==> src/include/dsr_pkg.sv <==
// constants, encodings and types for the self-refresh / partial-array / mode-read block
// assumes one core clock at 125 MHz; all times converted to cycles here
package dsr_pkg;

  // ==========================================================================
  // clock and time conversion
  localparam int CLK_PERIOD_NS = 8;

  // least times round up, longest times round down; only the minimum dwell is held at one cycle or more
  localparam int SR_MIN_DWELL_NS = 15;
  localparam int SR_MIN_DWELL_CYC = ((SR_MIN_DWELL_NS + CLK_PERIOD_NS - 1) / CLK_PERIOD_NS) < 1 ?
                                    1 : ((SR_MIN_DWELL_NS + CLK_PERIOD_NS - 1) / CLK_PERIOD_NS);
  localparam int SR_EXIT_DELAY_NS = 220;
  localparam int SR_EXIT_DELAY_CYC = (SR_EXIT_DELAY_NS + CLK_PERIOD_NS - 1) / CLK_PERIOD_NS;
  localparam int SR_REFRESH_INTERVAL_NS = 3900;
  localparam int SR_REFRESH_INTERVAL_CYC = SR_REFRESH_INTERVAL_NS / CLK_PERIOD_NS;
  localparam int SR_FIRST_REFRESH_CYC = 1;
  localparam int POWERDOWN_ENTRY_CYC = 2;
  localparam int STROBE_OUTPUT_DELAY_NS = 5;
  localparam int STROBE_OUTPUT_DELAY_CYC =
    (STROBE_OUTPUT_DELAY_NS + CLK_PERIOD_NS - 1) / CLK_PERIOD_NS;
  localparam int READ_LATENCY_CYC = 8;
  localparam int MRR_LATENCY_CYC = READ_LATENCY_CYC + STROBE_OUTPUT_DELAY_CYC;
  localparam int MRR_BURST_BEATS = 8;

  // ==========================================================================
  // mode register addresses and values
  localparam logic [7:0] MR_ADDR_BANK_MASK = 8'h10;
  localparam logic [7:0] MR_ADDR_SEGMENT_MASK = 8'h11;
  localparam logic [7:0] MR_ADDR_PASR_RESERVED = 8'h12;
  localparam logic [7:0] MR_ADDR_CAL_A = 8'h20;
  localparam logic [7:0] MR_ADDR_CAL_B = 8'h28;
  localparam logic [7:0] CAL_PATTERN_A = 8'h55;
  localparam logic [7:0] CAL_PATTERN_B = 8'hCC;
  localparam logic [7:0] MASK_RESET = 8'h00;

  // ==========================================================================
  // command bus encodings (CA3..CA0 at rising edge)
  localparam logic [2:0] CA_NOP = 3'h7;
  localparam logic [2:0] CA_SELF_REFRESH = 3'h4;
  localparam logic [3:0] CA_MODE_REG_READ = 4'h8;
  localparam logic [3:0] CA_MODE_REG_WRITE = 4'h0;

  typedef enum logic [2:0] {
    DSR_CMD_DESELECT = 3'b000,
    DSR_CMD_NOP = 3'b001,
    DSR_CMD_SELF_REFRESH = 3'b010,
    DSR_CMD_MODE_READ = 3'b011,
    DSR_CMD_MODE_WRITE = 3'b100,
    DSR_CMD_OTHER = 3'b101
  } dsr_cmd_type;

  typedef enum logic [1:0] {
    DSR_ST_IDLE = 2'b00,
    DSR_ST_SR_ENTRY = 2'b01,
    DSR_ST_SR = 2'b10,
    DSR_ST_SR_EXIT = 2'b11
  } dsr_state_type;

endpackage

==> src/include/dsr_mrr_if.sv <==
// carrier between the command decoder and the mode-read burst generator
// assumes both ends run on core_clk
`timescale 1ns/1ps
`default_nettype none
interface dsr_mrr_if;
  logic start;
  logic [7:0] regData;
  logic calMode;
  logic [7:0] calPattern;
  logic busy;
  logic [31:0] dq;
  logic dqOe;
  logic [3:0] dqs;
  logic dqsOe;

  modport ctrl (output start, regData, calMode, calPattern,
                input busy, dq, dqOe, dqs, dqsOe);
  modport burst (input start, regData, calMode, calPattern,
                 output busy, dq, dqOe, dqs, dqsOe);
endinterface
`default_nettype wire

==> src/dsr_mrr_burst.sv <==
// mode-register read burst: latency wait, eight beats, strobes toggling
// assumes start is a one-cycle pulse only accepted while busy is low
`timescale 1ns/1ps
`default_nettype none
module dsr_mrr_burst
  import dsr_pkg::*;
(
  input wire logic core_clk, // core clock
  input wire logic rstN, // synchronised reset, active low
  dsr_mrr_if.burst bus // request and data lanes
);

  localparam logic [4:0] LAT = 5'(MRR_LATENCY_CYC);
  localparam logic [4:0] LAST = 5'(MRR_LATENCY_CYC + MRR_BURST_BEATS);

  logic active_reg;
  logic [4:0] cnt_reg;
  logic [7:0] data_reg;
  logic cal_reg;
  logic [7:0] pat_reg;
  logic [31:0] dq_reg;
  logic dqOe_reg;
  logic [3:0] dqs_reg;
  logic [2:0] beat;

  assign beat = 3'(cnt_reg - LAT);

  // ==========================================================================
  // sequencing
  always_ff @(posedge core_clk or negedge rstN) begin
    if (!rstN) begin
      active_reg <= 1'b0;
      cnt_reg <= 5'h00;
    end else if (bus.start && !active_reg) begin
      active_reg <= 1'b1;
      cnt_reg <= 5'h01;
    end else if (active_reg) begin
      cnt_reg <= cnt_reg + 5'h01;
      if (cnt_reg == LAST) begin
        active_reg <= 1'b0; // burst never cut short
      end
    end
  end

  always_ff @(posedge core_clk or negedge rstN) begin
    if (!rstN) begin
      data_reg <= 8'h00;
      cal_reg <= 1'b0;
      pat_reg <= 8'h00;
    end else if (bus.start && !active_reg) begin
      data_reg <= bus.regData;
      cal_reg <= bus.calMode;
      pat_reg <= bus.calPattern;
    end
  end

  // ==========================================================================
  // data and strobe lanes
  always_ff @(posedge core_clk or negedge rstN) begin
    if (!rstN) begin
      dq_reg <= 32'h0000_0000;
      dqOe_reg <= 1'b0;
      dqs_reg <= 4'h0;
    end else if (active_reg && cnt_reg >= LAT && cnt_reg < LAST) begin
      dqOe_reg <= 1'b1;
      dqs_reg <= {4{~beat[0]}}; // all strobes toggle
      if (cal_reg) begin
        dq_reg <= {32{pat_reg[beat]}};
      end else if (beat == 3'h0) begin
        dq_reg <= {24'h00_0000, data_reg};
      end else begin
        dq_reg <= 32'h0000_0000;
      end
    end else begin
      dqOe_reg <= 1'b0;
      dqs_reg <= 4'h0;
      dq_reg <= 32'h0000_0000;
    end
  end

  assign bus.busy = active_reg;
  assign bus.dq = dq_reg;
  assign bus.dqOe = dqOe_reg;
  assign bus.dqs = dqs_reg;
  assign bus.dqsOe = dqOe_reg;

endmodule
`default_nettype wire

==> src/dsr_self_refresh_pasr_mrr.sv <==
// device-side self refresh, partial-array masking and mode-register read/write
// assumes command/address pins are synchronous to core_clk (controller clock)
//
// Notes on behaviour
// - self-refresh entry: clock-gate low now, high before, CS low, CA=100.
// - receivers switch off after entry delay; clock-gate low keeps self refresh.
// - in self refresh only clock-gate is heard; internal timer keeps refreshing.
// - first internal all-bank refresh falls inside the minimum dwell; here only on entry from idle, re-entry during exit keeps the running timer.
// - bank mask bit set blocks self refresh of that bank.
// - segment mask bit set blocks that segment in every unmasked bank.
// - writes to the reserved partial-array register change nothing.
// - mode read decoded with CS low, CA=1000; address from fall and rise bits.
// - register value on DQ[7:0] of beat 0, after read latency plus delay.
// - every strobe toggles for the whole mode read burst.
// - mode read burst is eight beats, uninterrupted; only NOPs meanwhile.
`timescale 1ns/1ps
`default_nettype none
module dsr_self_refresh_pasr_mrr
  import dsr_pkg::*;
(
  input wire logic core_clk, // controller clock
  input wire logic reset_n, // asynchronous reset, active low
  input wire logic cke, // clock-gate input
  input wire logic csN, // chip select, active low
  input wire logic [9:0] caRise, // command/address at rising edge
  input wire logic [9:0] caFall, // command/address at falling edge
  output logic [31:0] dqOut, // data lanes out
  output logic dqOe, // data lanes driven
  output logic [3:0] dqsOut, // data strobes out
  output logic dqsOe, // data strobes driven
  output logic receiversOn, // input receivers enabled
  output logic inSelfRefresh, // device in self-refresh entry, self refresh or its exit
  output logic refreshPulse, // internal all-bank refresh event
  output logic [7:0] refreshBankEn, // banks refreshed by that event
  output logic [7:0] refreshSegEn, // segments refreshed by that event
  output logic dwellMet, // minimum dwell elapsed
  output logic exitBusy, // exit delay running
  output logic mrrBusy, // mode read burst in progress
  output logic [7:0] bankMaskOut, // bank mask register
  output logic [7:0] segMaskOut, // segment mask register
  output logic cmdIgnored // command dropped in the previous cycle
);

  // ==========================================================================
  // helpers
  function automatic dsr_cmd_type decodeCmd(input logic cs, input logic [9:0] ca);
    dsr_cmd_type c;
    c = DSR_CMD_OTHER;
    if (cs) begin
      c = DSR_CMD_DESELECT;
    end else if (ca[2:0] == CA_NOP) begin
      c = DSR_CMD_NOP;
    end else if (ca[2:0] == CA_SELF_REFRESH) begin
      c = DSR_CMD_SELF_REFRESH;
    end else if (ca[3:0] == CA_MODE_REG_READ) begin
      c = DSR_CMD_MODE_READ;
    end else if (ca[3:0] == CA_MODE_REG_WRITE) begin
      c = DSR_CMD_MODE_WRITE;
    end
    return c;
  endfunction

  function automatic logic [7:0] modeAddr(input logic [9:0] rise, input logic [9:0] fall);
    return {rise[9:4], fall[1:0]};
  endfunction

  // ==========================================================================
  // reset release
  logic [1:0] rstSync_reg;
  logic rstN;

  always_ff @(posedge core_clk or negedge reset_n) begin
    if (!reset_n) begin
      rstSync_reg <= 2'b00;
    end else begin
      rstSync_reg <= {rstSync_reg[0], 1'b1};
    end
  end

  assign rstN = rstSync_reg[1];

  // ==========================================================================
  // command decode
  dsr_mrr_if mrrBus ();

  dsr_state_type state_reg;
  dsr_state_type state_next;
  dsr_cmd_type cmd;
  logic ckePrev_reg;
  logic [7:0] addr;
  logic enterSr;
  logic mrrStart;
  logic mrwHit;

  assign cmd = decodeCmd(csN, caRise);
  assign addr = modeAddr(caRise, caFall);

  // entry needs clock-gate high the cycle before
  assign enterSr = (cmd == DSR_CMD_SELF_REFRESH) && !cke && ckePrev_reg && !mrrBus.busy;
  // clock-gate held high by controller over the burst
  assign mrrStart = (state_reg == DSR_ST_IDLE) && (cmd == DSR_CMD_MODE_READ) && cke
                    && !mrrBus.busy;
  assign mrwHit = (state_reg == DSR_ST_IDLE) && (cmd == DSR_CMD_MODE_WRITE) && cke
                  && !mrrBus.busy;

  // reserved and read-only addresses fall through unstored
  function automatic logic mwrHitAddr(input logic [7:0] target);
    return mrwHit && (addr == target);
  endfunction

  always_ff @(posedge core_clk or negedge rstN) begin
    if (!rstN) begin
      ckePrev_reg <= 1'b1;
    end else begin
      ckePrev_reg <= cke;
    end
  end

  // ==========================================================================
  // counters
  logic [1:0] entryCnt_reg;
  logic [15:0] exitCnt_reg;
  logic [15:0] dwellCnt_reg;
  logic [15:0] refCnt_reg;
  logic srActive;

  assign srActive = (state_reg != DSR_ST_IDLE);

  always_ff @(posedge core_clk or negedge rstN) begin
    if (!rstN) begin
      entryCnt_reg <= 2'h0;
    end else if (state_next == DSR_ST_SR_ENTRY && state_reg != DSR_ST_SR_ENTRY) begin
      entryCnt_reg <= 2'h0;
    end else if (state_reg == DSR_ST_SR_ENTRY) begin
      entryCnt_reg <= entryCnt_reg + 2'h1; // two NOP slots
    end
  end

  always_ff @(posedge core_clk or negedge rstN) begin
    if (!rstN) begin
      exitCnt_reg <= 16'h0000;
    end else if (state_reg == DSR_ST_SR_EXIT) begin
      exitCnt_reg <= exitCnt_reg + 16'h0001;
    end else begin
      exitCnt_reg <= 16'h0000;
    end
  end

  always_ff @(posedge core_clk or negedge rstN) begin
    if (!rstN) begin
      dwellCnt_reg <= 16'h0000;
    end else if (!srActive || (state_reg == DSR_ST_SR_EXIT && enterSr)) begin
      dwellCnt_reg <= 16'h0000;
    end else if (dwellCnt_reg < 16'(SR_MIN_DWELL_CYC)) begin
      dwellCnt_reg <= dwellCnt_reg + 16'h0001;
    end
  end

  // ==========================================================================
  // state machine
  always_comb begin
    state_next = state_reg;
    unique case (state_reg)
      DSR_ST_IDLE: begin
        if (enterSr) begin
          state_next = DSR_ST_SR_ENTRY;
        end
      end
      DSR_ST_SR_ENTRY: begin
        if (entryCnt_reg == 2'(POWERDOWN_ENTRY_CYC - 1)) begin
          state_next = DSR_ST_SR;
        end
      end
      DSR_ST_SR: begin
        // only the clock-gate input is heard here
        if (cke) begin
          state_next = DSR_ST_SR_EXIT;
        end
      end
      DSR_ST_SR_EXIT: begin
        if (enterSr) begin
          state_next = DSR_ST_SR_ENTRY;
        end else if (exitCnt_reg == 16'(SR_EXIT_DELAY_CYC - 1)) begin
          state_next = DSR_ST_IDLE;
        end
      end
    endcase
  end

  always_ff @(posedge core_clk or negedge rstN) begin
    if (!rstN) begin
      state_reg <= DSR_ST_IDLE;
    end else begin
      state_reg <= state_next;
    end
  end

  // ==========================================================================
  // internal refresh timer
  logic refreshPulse_reg;
  logic [7:0] refreshBankEn_reg;
  logic [7:0] refreshSegEn_reg;
  logic [7:0] bankMask_reg;
  logic [7:0] segMask_reg;

  always_ff @(posedge core_clk or negedge rstN) begin
    if (!rstN) begin
      refCnt_reg <= 16'h0000;
    end else if (state_reg == DSR_ST_IDLE) begin
      refCnt_reg <= 16'(SR_FIRST_REFRESH_CYC); // first refresh inside dwell
    end else if (refCnt_reg == 16'h0000) begin
      refCnt_reg <= 16'(SR_REFRESH_INTERVAL_CYC - 1);
    end else begin
      refCnt_reg <= refCnt_reg - 16'h0001;
    end
  end

  always_ff @(posedge core_clk or negedge rstN) begin
    if (!rstN) begin
      refreshPulse_reg <= 1'b0;
      refreshBankEn_reg <= 8'h00;
      refreshSegEn_reg <= 8'h00;
    end else if (srActive && refCnt_reg == 16'h0000) begin
      refreshPulse_reg <= 1'b1;
      refreshBankEn_reg <= ~bankMask_reg;
      refreshSegEn_reg <= (bankMask_reg == 8'hFF) ? 8'h00 : ~segMask_reg;
    end else begin
      refreshPulse_reg <= 1'b0;
      refreshBankEn_reg <= 8'h00;
      refreshSegEn_reg <= 8'h00;
    end
  end

  // ==========================================================================
  // partial-array mask registers
  always_ff @(posedge core_clk or negedge rstN) begin
    if (!rstN) begin
      bankMask_reg <= MASK_RESET;
    end else if (mwrHitAddr(MR_ADDR_BANK_MASK)) begin
      bankMask_reg <= caFall[9:2];
    end
  end

  always_ff @(posedge core_clk or negedge rstN) begin
    if (!rstN) begin
      segMask_reg <= MASK_RESET;
    end else if (mwrHitAddr(MR_ADDR_SEGMENT_MASK)) begin
      segMask_reg <= caFall[9:2];
    end
  end

  // ==========================================================================
  // dropped commands
  logic cmdIgnored_reg;
  logic busyCmd;

  assign busyCmd = (cmd != DSR_CMD_DESELECT) && (cmd != DSR_CMD_NOP);

  always_ff @(posedge core_clk or negedge rstN) begin
    if (!rstN) begin
      cmdIgnored_reg <= 1'b0;
    end else if (state_reg == DSR_ST_SR_ENTRY || state_reg == DSR_ST_SR_EXIT) begin
      cmdIgnored_reg <= busyCmd && !enterSr;
    end else if (state_reg == DSR_ST_IDLE && mrrBus.busy) begin
      cmdIgnored_reg <= busyCmd; // only NOP during a burst
    end else if (state_reg == DSR_ST_IDLE) begin
      cmdIgnored_reg <= (cmd == DSR_CMD_MODE_WRITE) && !cke;
    end else begin
      cmdIgnored_reg <= 1'b0;
    end
  end

  // ==========================================================================
  // mode register read
  always_comb begin
    mrrBus.start = mrrStart;
    mrrBus.calMode = (addr == MR_ADDR_CAL_A) || (addr == MR_ADDR_CAL_B);
    mrrBus.calPattern = (addr == MR_ADDR_CAL_B) ? CAL_PATTERN_B : CAL_PATTERN_A;
    if (addr == MR_ADDR_BANK_MASK) begin
      mrrBus.regData = bankMask_reg;
    end else if (addr == MR_ADDR_SEGMENT_MASK) begin
      mrrBus.regData = segMask_reg;
    end else begin
      mrrBus.regData = 8'h00;
    end
  end

  dsr_mrr_burst burstGen (
    .core_clk(core_clk),
    .rstN(rstN),
    .bus(mrrBus)
  );

  // ==========================================================================
  // outputs
  assign dqOut = mrrBus.dq;
  assign dqOe = mrrBus.dqOe;
  assign dqsOut = mrrBus.dqs;
  assign dqsOe = mrrBus.dqsOe;
  assign receiversOn = (state_reg != DSR_ST_SR);
  assign inSelfRefresh = srActive;
  assign refreshPulse = refreshPulse_reg;
  assign refreshBankEn = refreshBankEn_reg;
  assign refreshSegEn = refreshSegEn_reg;
  assign dwellMet = (dwellCnt_reg >= 16'(SR_MIN_DWELL_CYC));
  assign exitBusy = (state_reg == DSR_ST_SR_EXIT);
  assign mrrBusy = mrrBus.busy;
  assign bankMaskOut = bankMask_reg;
  assign segMaskOut = segMask_reg;
  assign cmdIgnored = cmdIgnored_reg;

endmodule
`default_nettype wire

==> config.mk <==
export PLATFORM = sky130hd
export DESIGN_NAME = dsr_self_refresh_pasr_mrr
export DESIGN_NICKNAME = d
export VERILOG_FILES = /design/src/include/dsr_pkg.sv /design/src/include/dsr_mrr_if.sv /design/src/dsr_mrr_burst.sv /design/src/dsr_self_refresh_pasr_mrr.sv
export SDC_FILE = /design/constraint.sdc
export NUM_CORES = 1
export LEC_CHECK = 0
export BUFFER_PORTS_ARGS = -buffer_cell sky130_fd_sc_hd__buf_2
export CORE_MARGIN = 2
export CORE_UTILIZATION = 50
export CTS_CLUSTER_DIAMETER = 50
export DETAILED_ROUTE_END_ITERATION = 6
export PLACE_DENSITY = 0.79
export SETUP_SLACK_MARGIN = 0.05
export SYNTH_ARGS = -nofsm -noshare
export SYNTH_HDL_FRONTEND = slang
export SYNTH_SLANG_ARGS = --single-unit
export TNS_END_PERCENT = 1
==> constraint.sdc <==
create_clock -name core_clk -period 5.85 [get_ports core_clk]
set_input_delay 1.17 -clock core_clk [delete_from_list [all_inputs] [get_ports core_clk]]
set_output_delay 1.17 -clock core_clk [all_outputs]
set_load 0.05 [all_outputs]
==> results.json, run 1 <==
{
  "clk_pin_slew_ns": 0.06,
  "worstSkewPairLatency_ns": 0.51,
  "drc": 0,
  "drive_gt1_share_pct": 26.83,
  "finalSetupTns_ns": 0,
  "critPathSlowestCell": "nor2_1",
  "antenna_found_initial": 0,
  "clk_path_buf_depth": 2,
  "grt_max_degree": 85,
  "fmax_mhz": 310.5,
  "ys_seq_area_share_pct": 56.05,
  "nNetsFinal": 595,
  "seqPwrFrac_pct": 39.4,
  "die-area_sq_um": 11380,
  "num_rows": 37,
  "slowest_delay_ns": 0.61,
  "finalHoldViolations": 0,
  "combinationalPowerShare_pct": 21.1,
  "worst-path-buf-inv": 2,
  "power_density_nw_per_um2": 441.2,
  "antenna_cells": 0,
  "swShare_pct": 31.44,
  "io_buffers": 100,
  "rrSetupSlack_ns": 3.15,
  "dp_hpwl_microns": 7519,
  "rsz0062_at_grt": "false",
  "worst_pin_slew_ns": 1.002,
  "ff2ff_path_depth": 4,
  "avgSynthCellArea_sq_um": 10.91,
  "ios": 101,
  "slew_headroom_pct": 33.20,
  "dr.pass1.iters": 4,
  "antenna_left": 0,
  "synth_area_leaders": "dfrtp_1 (56%), nor2_1 (3.9%), buf_4 (3.8%)",
  "start_kind": "flop",
  "synth_fp_nets": 517,
  "regToRegEndpoint": "burstGen.pat_reg[4]",
  "cts_sinks": 118,
  "synth_common_cells": "dfrtp_1 (117), nor2_1 (55), buf_4 (27)",
  "period_needed_ns": 3.221,
  "syn_to_final_growth_pct": 19.75,
  "worstSetupStartpoint": "state_reg[0]",
  "vias": 3854,
  "endpoint": "inSelfRefresh",
  "clockPowerShare_pct": 39.5,
  "power.switching_w": 0.0008754,
  "synth.distinct_cells": 49,
  "slew_viol_final": 0,
  "outcome": "finished, final reports clean",
  "wirelength_microns": 11080,
  "start_util_pct": 51.28,
  "worstSetupPathDepth": 3,
  "finClkSkew_ns": 0.007007,
  "netlist_instances": 483,
  "cts-buffers-inserted": 17,
  "grt_pass1_vias": 3870,
  "overflow": 0,
  "r2r_start": "state_reg[0]",
  "yosysMostFrequentCell": "dfrtp_1",
  "crit_arrival_ns": 2.05,
  "wire_per_inst_microns": 15.61,
  "multi_input_area_sq_um": 1984,
  "vdd_drop_max_mv": 0.3213,
  "place_congestion": 0.8258,
  "die_y_microns": 106.7,
  "crit_family": "simple AND/OR/NAND/NOR gates",
  "post-cts-setup-buffer-count": 0,
  "ff_latch_area_sq_um": 2958,
  "cts_hold_buf": 0,
  "core_sq_um": 10280,
  "grt.total_usage_pct": 20.79,
  "crit_chain": "nor2_1 > inv_1 > buf_2",
  "grt_pass1_wl_microns": 18350,
  "finalSetupViolCount": 0,
  "avgViaCountPerCell": 5.428,
  "synth_seq_cells": 118,
  "p_leak_nw": 3.154,
  "cap_violations": 0,
  "synth_ff_type": "dfrtp_1",
  "cp.required_ns": 4.68,
  "htree_levels": 4,
  "synthArstFlopShare_pct": 100.0,
  "fill_cells": 837,
  "total_power_w": 0.002785,
  "synth_edf_count": 0,
  "intPower_w": 0.001909,
  "setup.worst_path.class": "flop to output port",
  "ys_warn_count": 0,
  "post-route-period-util_pct": 55.06,
  "post-synth-top-area-cell": "dfrtp_1",
  "end_kind": "output port",
  "netlist_area_sq_um": 5270,
  "die_x_microns": 106.7,
  "drt_iter0_drc": 283,
  "holdCritPathClass": "flop to asynchronous set/reset pin",
  "cts_tree": "built",
  "synth_top_area_share_pct": 55.56,
  "cts_resized": 0,
  "cts-root-buf": "clkbuf_8",
  "worstPathMaxFanout": 12
}
-- kinds of logic after synthesis --
kind of cell    after synthesis  share of synthesized area (%)
compound gates               62                          7.360
xor+xnor                     25                          4.155
fa+ha+maj                    10                          2.374
buf+inv                      57                          6.291
flops                       118                          56.05
mux                          26                          5.318
other cells                   1                        0.07116
simple gates                184                          18.38
-- per-stage QoR --
step	std cells	instance area [sq um]	hold WS, ns	setup slack (ns)	util [%]
3_5_place_dp	678	5677	0.2743	2.435	55.24
6_report	710	6311	0.2625	2.629	61.41
3_3_place_gp	678	5677	0.2671	2.626	55.24
4_1_cts	710	6311	0.2768	2.617	61.41
2_1_floorplan	483	5270	0.3312	2.321	-
5_1_grt	710	6311	0.3074	2.501	61.41
-- layout make-up --
cell class | instances | share of cell area, %
clock buffers | 25 | 7.831
inverters | 15 | 0.8921
well taps | 136 | 2.696
flip-flops and latches | 118 | 46.87
multi-input cells | 308 | 31.44
clock inverters | 7 | 2.220
repair buffers | 101 | 8.049
-- worst min path at each step --
stage                         startpoint          endpoint  slack, ns
after global placement    rstSync_reg[1]  refreshBankEn[2]       0.27
after CTS                 rstSync_reg[1]    bankMaskOut[1]       0.28
final                     rstSync_reg[1]    bankMaskOut[1]       0.26
after global routing      rstSync_reg[1]     segMaskOut[5]       0.31
after floorplan           rstSync_reg[0]    rstSync_reg[1]       0.33
after detailed placement  rstSync_reg[1]  refreshBankEn[2]       0.27
-- cell usage in the layout (no fill, tap or decap), types with 2 or more instances in the layout --
master / instances
clkbuf_16: 16
nor4b_1: 2
and2_1: 17
buf_2: 100
a21o_1: 4
a21oi_1: 23
nand4_1: 10
and3_1: 4
xor2_1: 9
o21a_1: 2
or2_2: 2
or3_1: 5
dfrtp_1: 116
a22o_1: 2
bufinv_16: 4
ha_1: 10
nor2_1: 55
o21ai_0: 9
mux2_2: 16
clkbuf_1: 3
o2bb2ai_1: 2
nand2b_1: 4
mux2i_1: 10
nand3_1: 13
clkbuf_8: 6
or4_1: 8
o31ai_1: 10
o21ai_1: 2
xnor2_1: 16
nor3_1: 20
clkinvlp_4: 2
a31oi_1: 3
nand3b_1: 3
nor4_1: 12
inv_1: 15
nand2_1: 22
-- per-layer routing --
metal | vias up | global-route usage [%] | share of wire (%)
met2 | 138 | 32.85 | 47
met5 | - | 0 | 0
met1 | 1882 | 26.77 | 45
li1 | 1815 | - | -
met4 | 0 | 7.978 | 1.5
met3 | 19 | 6.809 | 6.2
-- power groups by stage --
stage	combinational (W)	sequential [W]	clock, W
after floorplan	0.000441	0.00110	0
after global placement	0.000550	0.00110	0
after detailed placement	0.000577	0.00110	0
after CTS	0.000591	0.00109	0.00112
after global routing	0.000662	0.00112	0.00115
final	0.000587	0.00110	0.00110
-- worst register-to-register path, stage by stage, from the launching register on --
cell     delay (ns)
dfrtp_1        0.49
nor4b_1        0.65
nand3_1        0.70
nor4_1         0.60
a21oi_1        0.13
Note: power is estimated with default switching activity, not from simulation.
==> inputs of run 2 (changes only) <==
Clock period 5.85 ns to 3.1 ns, I/O delays scaled along.
==> run 2 against run 1 <==
  * Sequential power increased by 89%
  * Worst setup slack got worse by 2.2 ns
  * Wire length increased by 3.4%
  * Final cell count increased by 0.56%
  * Register-to-register slack got worse by 2.5 ns
  * Power increased by 84%
  * First-iteration DRC count decreased by 6.4%
==> results.json, run 2 (synthesized netlist as in run 1, its figures left out) <==
{
  "cts-root-buf": "clkbuf_8",
  "end_kind": "output port",
  "antenna_found_initial": 0,
  "antenna_left": 0,
  "multi_input_area_sq_um": 1984,
  "dp_hpwl_microns": 7713,
  "finalSetupViolCount": 0,
  "drc": 0,
  "place_congestion": 0.8222,
  "clk_path_buf_depth": 2,
  "grt_max_degree": 78,
  "slew_headroom_pct": 35.22,
  "outcome": "finished, final reports clean",
  "p_leak_nw": 3.156,
  "post-route-period-util_pct": 84.90,
  "ff_latch_area_sq_um": 2958,
  "vias": 3861,
  "slew_viol_final": 0,
  "clk_pin_slew_ns": 0.05,
  "grt_pass1_vias": 4010,
  "finClkSkew_ns": 0.01077,
  "wirelength_microns": 11460,
  "ios": 101,
  "final_common_cell": "dfrtp_1",
  "fill_cells": 840,
  "worstSkewPairLatency_ns": 0.53,
  "dr.pass1.iters": 4,
  "overflow": 0,
  "numPlacedInstances": 681,
  "cts_tree": "built",
  "cts_resized": 0,
  "vdd_drop_max_mv": 0.4765,
  "wire_per_inst_microns": 16.05,
  "layout.cells.non_filler": 714,
  "post-route-util_pct": 61.31,
  "crit_arrival_ns": 2.01,
  "syn_to_final_growth_pct": 19.56,
  "htree_levels": 4,
  "grt_pass1_wl_microns": 19130,
  "fin_worst_hold_slack_ns": 0.2408,
  "power_density_nw_per_um2": 811.3,
  "finalSetupTns_ns": 0,
  "io_buffers": 100,
  "use_met1_pct": 26.99,
  "start_kind": "flop",
  "worstPathMaxFanout": 12,
  "start_util_pct": 51.28,
  "final_cell_mix": "dfrtp_1 (116), buf_2 (100), nor2_1 (55)",
  "grt_busiest_layer": "met2",
  "worst_pin_slew_ns": 0.9718,
  "setup.worst_path.class": "flop to output port",
  "num_rows": 37,
  "cp.required_ns": 2.48,
  "avgViaCountPerCell": 5.408,
  "finalHoldViolations": 0,
  "holdPathStages": 1,
  "ff2ff_path_depth": 4,
  "cts_hold_buf": 1,
  "fin_ws_ns": 0.4680,
  "antenna_cells": 0,
  "cap_violations": 0,
  "holdCritPathClass": "input port to flop",
  "core_sq_um": 10280,
  "grt.met3_usage_pct": 7.052,
  "grt.total_usage_pct": 21.80,
  "fmax_mhz": 379.9,
  "period_needed_ns": 2.632,
  "die_x_microns": 106.7,
  "drive_gt1_share_pct": 27.16,
  "place_ws_ns": 0.6053,
  "rsz0062_at_grt": "false",
  "die-area_sq_um": 11380,
  "nNetsFinal": 599,
  "drt_iter0_drc": 265,
  "use_met2_pct": 36.31,
  "post-cts-setup-buffer-count": 0,
  "die_y_microns": 106.7,
  "cts-buffers-inserted": 17,
  "cts_sinks": 118
}
==> run 2: layout make-up <==
| cell class | instances | area share, % |
|---|---|---|
| Inverter | 15 | 0.8936 |
| Tap cell | 136 | 2.701 |
| Clock buffer | 23 | 7.407 |
| Timing Repair Buffer | 105 | 8.578 |
| Multi-Input combinational cell | 308 | 31.49 |
| Clock inverter | 9 | 1.986 |
| Sequential cell | 118 | 46.94 |
==> run 2: routing by layer <==
layer	routed length [microns]	vias up	share of wire, %
li1	-	1827	-
met1	4973	1914	43
met2	5753	110	50
met3	637	10	5.6
met4	95	0	0.83
met5	0	-	0
==> run 2: final timing paths <==
check	end	from	slack, ns
worst max-delay path	inSelfRefresh	state_reg[0]	0.47
worst min-delay path	ckePrev_reg	cke	0.24
worst max register to register	segMaskOut[3]	burstGen.bus.busy	0.69
worst min register to register	rstSync_reg[1]	rstSync_reg[0]	0.36
max in group asynchronous	burstGen.pat_reg[3]	rstSync_reg[1]	1.74
min in group asynchronous	rstSync_reg[1]	reset_n	0.42
==> run 2: critical path, stage by stage, from the launching register on <==
cell     delay (ns)
dfrtp_1        0.49
nor2_1         0.59
inv_1          0.16
buf_2          0.25
==> run 2: metrics by stage <==
step           cell area, sq um  total power [W]
2_1_floorplan              5271         0.002911
3_3_place_gp               5699         0.003101
3_5_place_dp               5699         0.003171
4_1_cts                    6301         0.005140
5_1_grt                    6301         0.005386
6_report                   6301         0.005112
==> run 2: power breakdown <==
group	switching, W	leakage (nW)	internal, W
combinational	0.000668	1.29	0.000419
clock	0.000661	0.288	0.00128
sequential	0.000312	1.58	0.00177
==> inputs of run 3 (changes only) <==
Clock period 3.1 ns to 2.7 ns, I/O delays scaled along.
==> run 3 against run 2 <==
  * Power up 15%
  * Hold slack worse by 0.077 ns
  * Combinational power up 19%
  * Count of clock-buffer cells in the layout down 6
  * Critical endpoint is now dwellMet
  * Sequential share of layout area down 0.31 points
  * Flip-flop and latch count unchanged
  * Non-clock buffer count up 5
  * Die area unchanged
  * Via count up 0.78%
  * First-iteration DRC count up 0.38%
  * Worst setup slack worse by 0.27 ns
  * Clock skew down 0.0025 ns
  * Highest routed layer unchanged
==> results.json, run 3 (synthesized netlist as in run 1, its figures left out) <==
{
  "clk_path_buf_depth": 2,
  "grt_max_degree": 52,
  "slew_headroom_pct": 53.90,
  "cts_sinks": 118,
  "fill_cells": 832,
  "wire_per_inst_microns": 15.32,
  "finalSetupViolCount": 0,
  "antenna_left": 0,
  "intPower_w": 0.003872,
  "htree_levels": 4,
  "combinationalPowerShare_pct": 22.2,
  "p_leak_nw": 3.175,
  "power.switching_w": 0.001986,
  "vias": 3891,
  "outcome": "finished, final reports clean",
  "place_ws_ns": 0.5193,
  "rsz0062_at_grt": "false",
  "slowest_delay_ns": 0.38,
  "period_needed_ns": 2.497,
  "vdd_drop_max_mv": 0.5919,
  "finalSetupTns_ns": 0,
  "total_power_w": 0.005858,
  "grt_pass1_vias": 3877,
  "worstPathMaxFanout": 4,
  "antenna_found_initial": 0,
  "rrSetupSlack_ns": 0.54,
  "final_cell_mix": "dfrtp_1 (116), buf_2 (100), nor2_1 (55)",
  "finClkSkew_ns": 0.008242,
  "start_kind": "flop",
  "whs_endpoint": "ckePrev_reg",
  "avgViaCountPerCell": 5.412,
  "finalHoldViolations": 0,
  "drt_iter0_drc": 266,
  "core_sq_um": 10280,
  "syn_to_final_growth_pct": 20.35,
  "cp.required_ns": 2.16,
  "holdPathStages": 1,
  "r2r_start": "refCnt_reg[5]",
  "cap_violations": 0,
  "fin_worst_hold_slack_ns": 0.1641,
  "final_common_cell": "dfrtp_1",
  "die_y_microns": 106.7,
  "overflow": 0,
  "ff2ff_path_depth": 4,
  "worst_pin_slew_ns": 0.6869,
  "antenna_cells": 0,
  "crit_chain": "nor4_1 > nand4_1 > a21o_1 > buf_2",
  "holdCritPathClass": "input port to flop",
  "num_rows": 37,
  "end_kind": "output port",
  "swShare_pct": 33.91,
  "seqPwrFrac_pct": 40.6,
  "nNetsFinal": 604,
  "clockPowerShare_pct": 37.2,
  "die-area_sq_um": 11380,
  "multi_input_area_sq_um": 1984,
  "place_congestion": 0.8407,
  "cts_tree": "built",
  "die_x_microns": 106.7,
  "setup.worst_path.class": "flop to output port",
  "grt.total_usage_pct": 20.93,
  "dp_hpwl_microns": 7599,
  "cts_resized": 0,
  "power_density_nw_per_um2": 923.7,
  "clk_pin_slew_ns": 0.06,
  "ios": 101,
  "cts-root-buf": "clkbuf_8",
  "post-route-period-util_pct": 92.48,
  "post-route-util_pct": 61.71,
  "hp-start": "cke",
  "regToRegEndpoint": "refreshSegEn[4]",
  "grt_pass1_wl_microns": 18430,
  "worstSkewPairLatency_ns": 0.51,
  "ff_latch_area_sq_um": 2958,
  "fin_ws_ns": 0.2030,
  "fmax_mhz": 400.5,
  "wirelength_microns": 11010,
  "cts-buffers-inserted": 17,
  "drc": 0,
  "critPathSlowestCell": "dfrtp_1",
  "start_util_pct": 51.28,
  "crit_arrival_ns": 1.96,
  "dr.pass1.iters": 4,
  "slew_viol_final": 0,
  "io_buffers": 100,
  "drive_gt1_share_pct": 28.30
}
run 3: layout make-up:
cell class              count  share of cell area, %
multi-input cells         308                  31.29
flip-flops and latches    118                  46.64
clock buffers              17                  6.530
inverters                  15                 0.8877
well taps                 136                  2.683
clock inverters            15                  2.663
repair buffers            110                  9.311
run 3: how the worst max path moves through the flow:
stage / end / from / slack (ns)
floorplan: segMaskOut[0] / burstGen.bus.busy / 0.72
global placement: segMaskOut[2] / caRise[2] / 0.54
detailed placement: segMaskOut[5] / csN / 0.52
CTS: dwellMet / dwellCnt_reg[13] / 0.13
global route: dwellMet / dwellCnt_reg[12] / 0.06
finish: dwellMet / dwellCnt_reg[12] / 0.20
run 3: repair_timing:
item                       CTS  global route
hold endpoints to repair     2             0
hold buffers                 1             0
setup endpoints to repair    0             1
setup buffers                0             1
run 3: power groups by stage:
stage                     combinational (W)  sequential (W)  clock (W)
after floorplan                    0.000955         0.00239          0
after global placement              0.00121         0.00237          0
after detailed placement            0.00127         0.00240          0
after CTS                           0.00130         0.00237    0.00222
after global routing                0.00144         0.00242    0.00232
final                               0.00130         0.00238    0.00218
run 3: critical path, delay by kind of cell, from the launching register on:
family                 cells  cell delay [ns]
and+or+nand+nor            2             0.63
buffers and inverters      1             0.21
DFF                        1             0.38
AOI/OAI and AO/OA          1             0.22
run 3: metrics by stage:
stage | area, sq um | instances
after floorplan | 5271 | 483
after global placement | 5742 | 685
after detailed placement | 5742 | 685
after CTS | 6335 | 718
after global routing | 6342 | 719
final | 6342 | 719
run 3: per-layer routing:
| layer | part of all wire (%) | vias up | GRT usage, % |
|---|---|---|---|
| li1 | - | 1840 | - |
| met1 | 44 | 1931 | 26.23 |
| met2 | 50 | 109 | 34.49 |
| met3 | 5.2 | 11 | 6.809 |
| met4 | 1.3 | 0 | 6.865 |
| met5 | 0 | - | 0 |
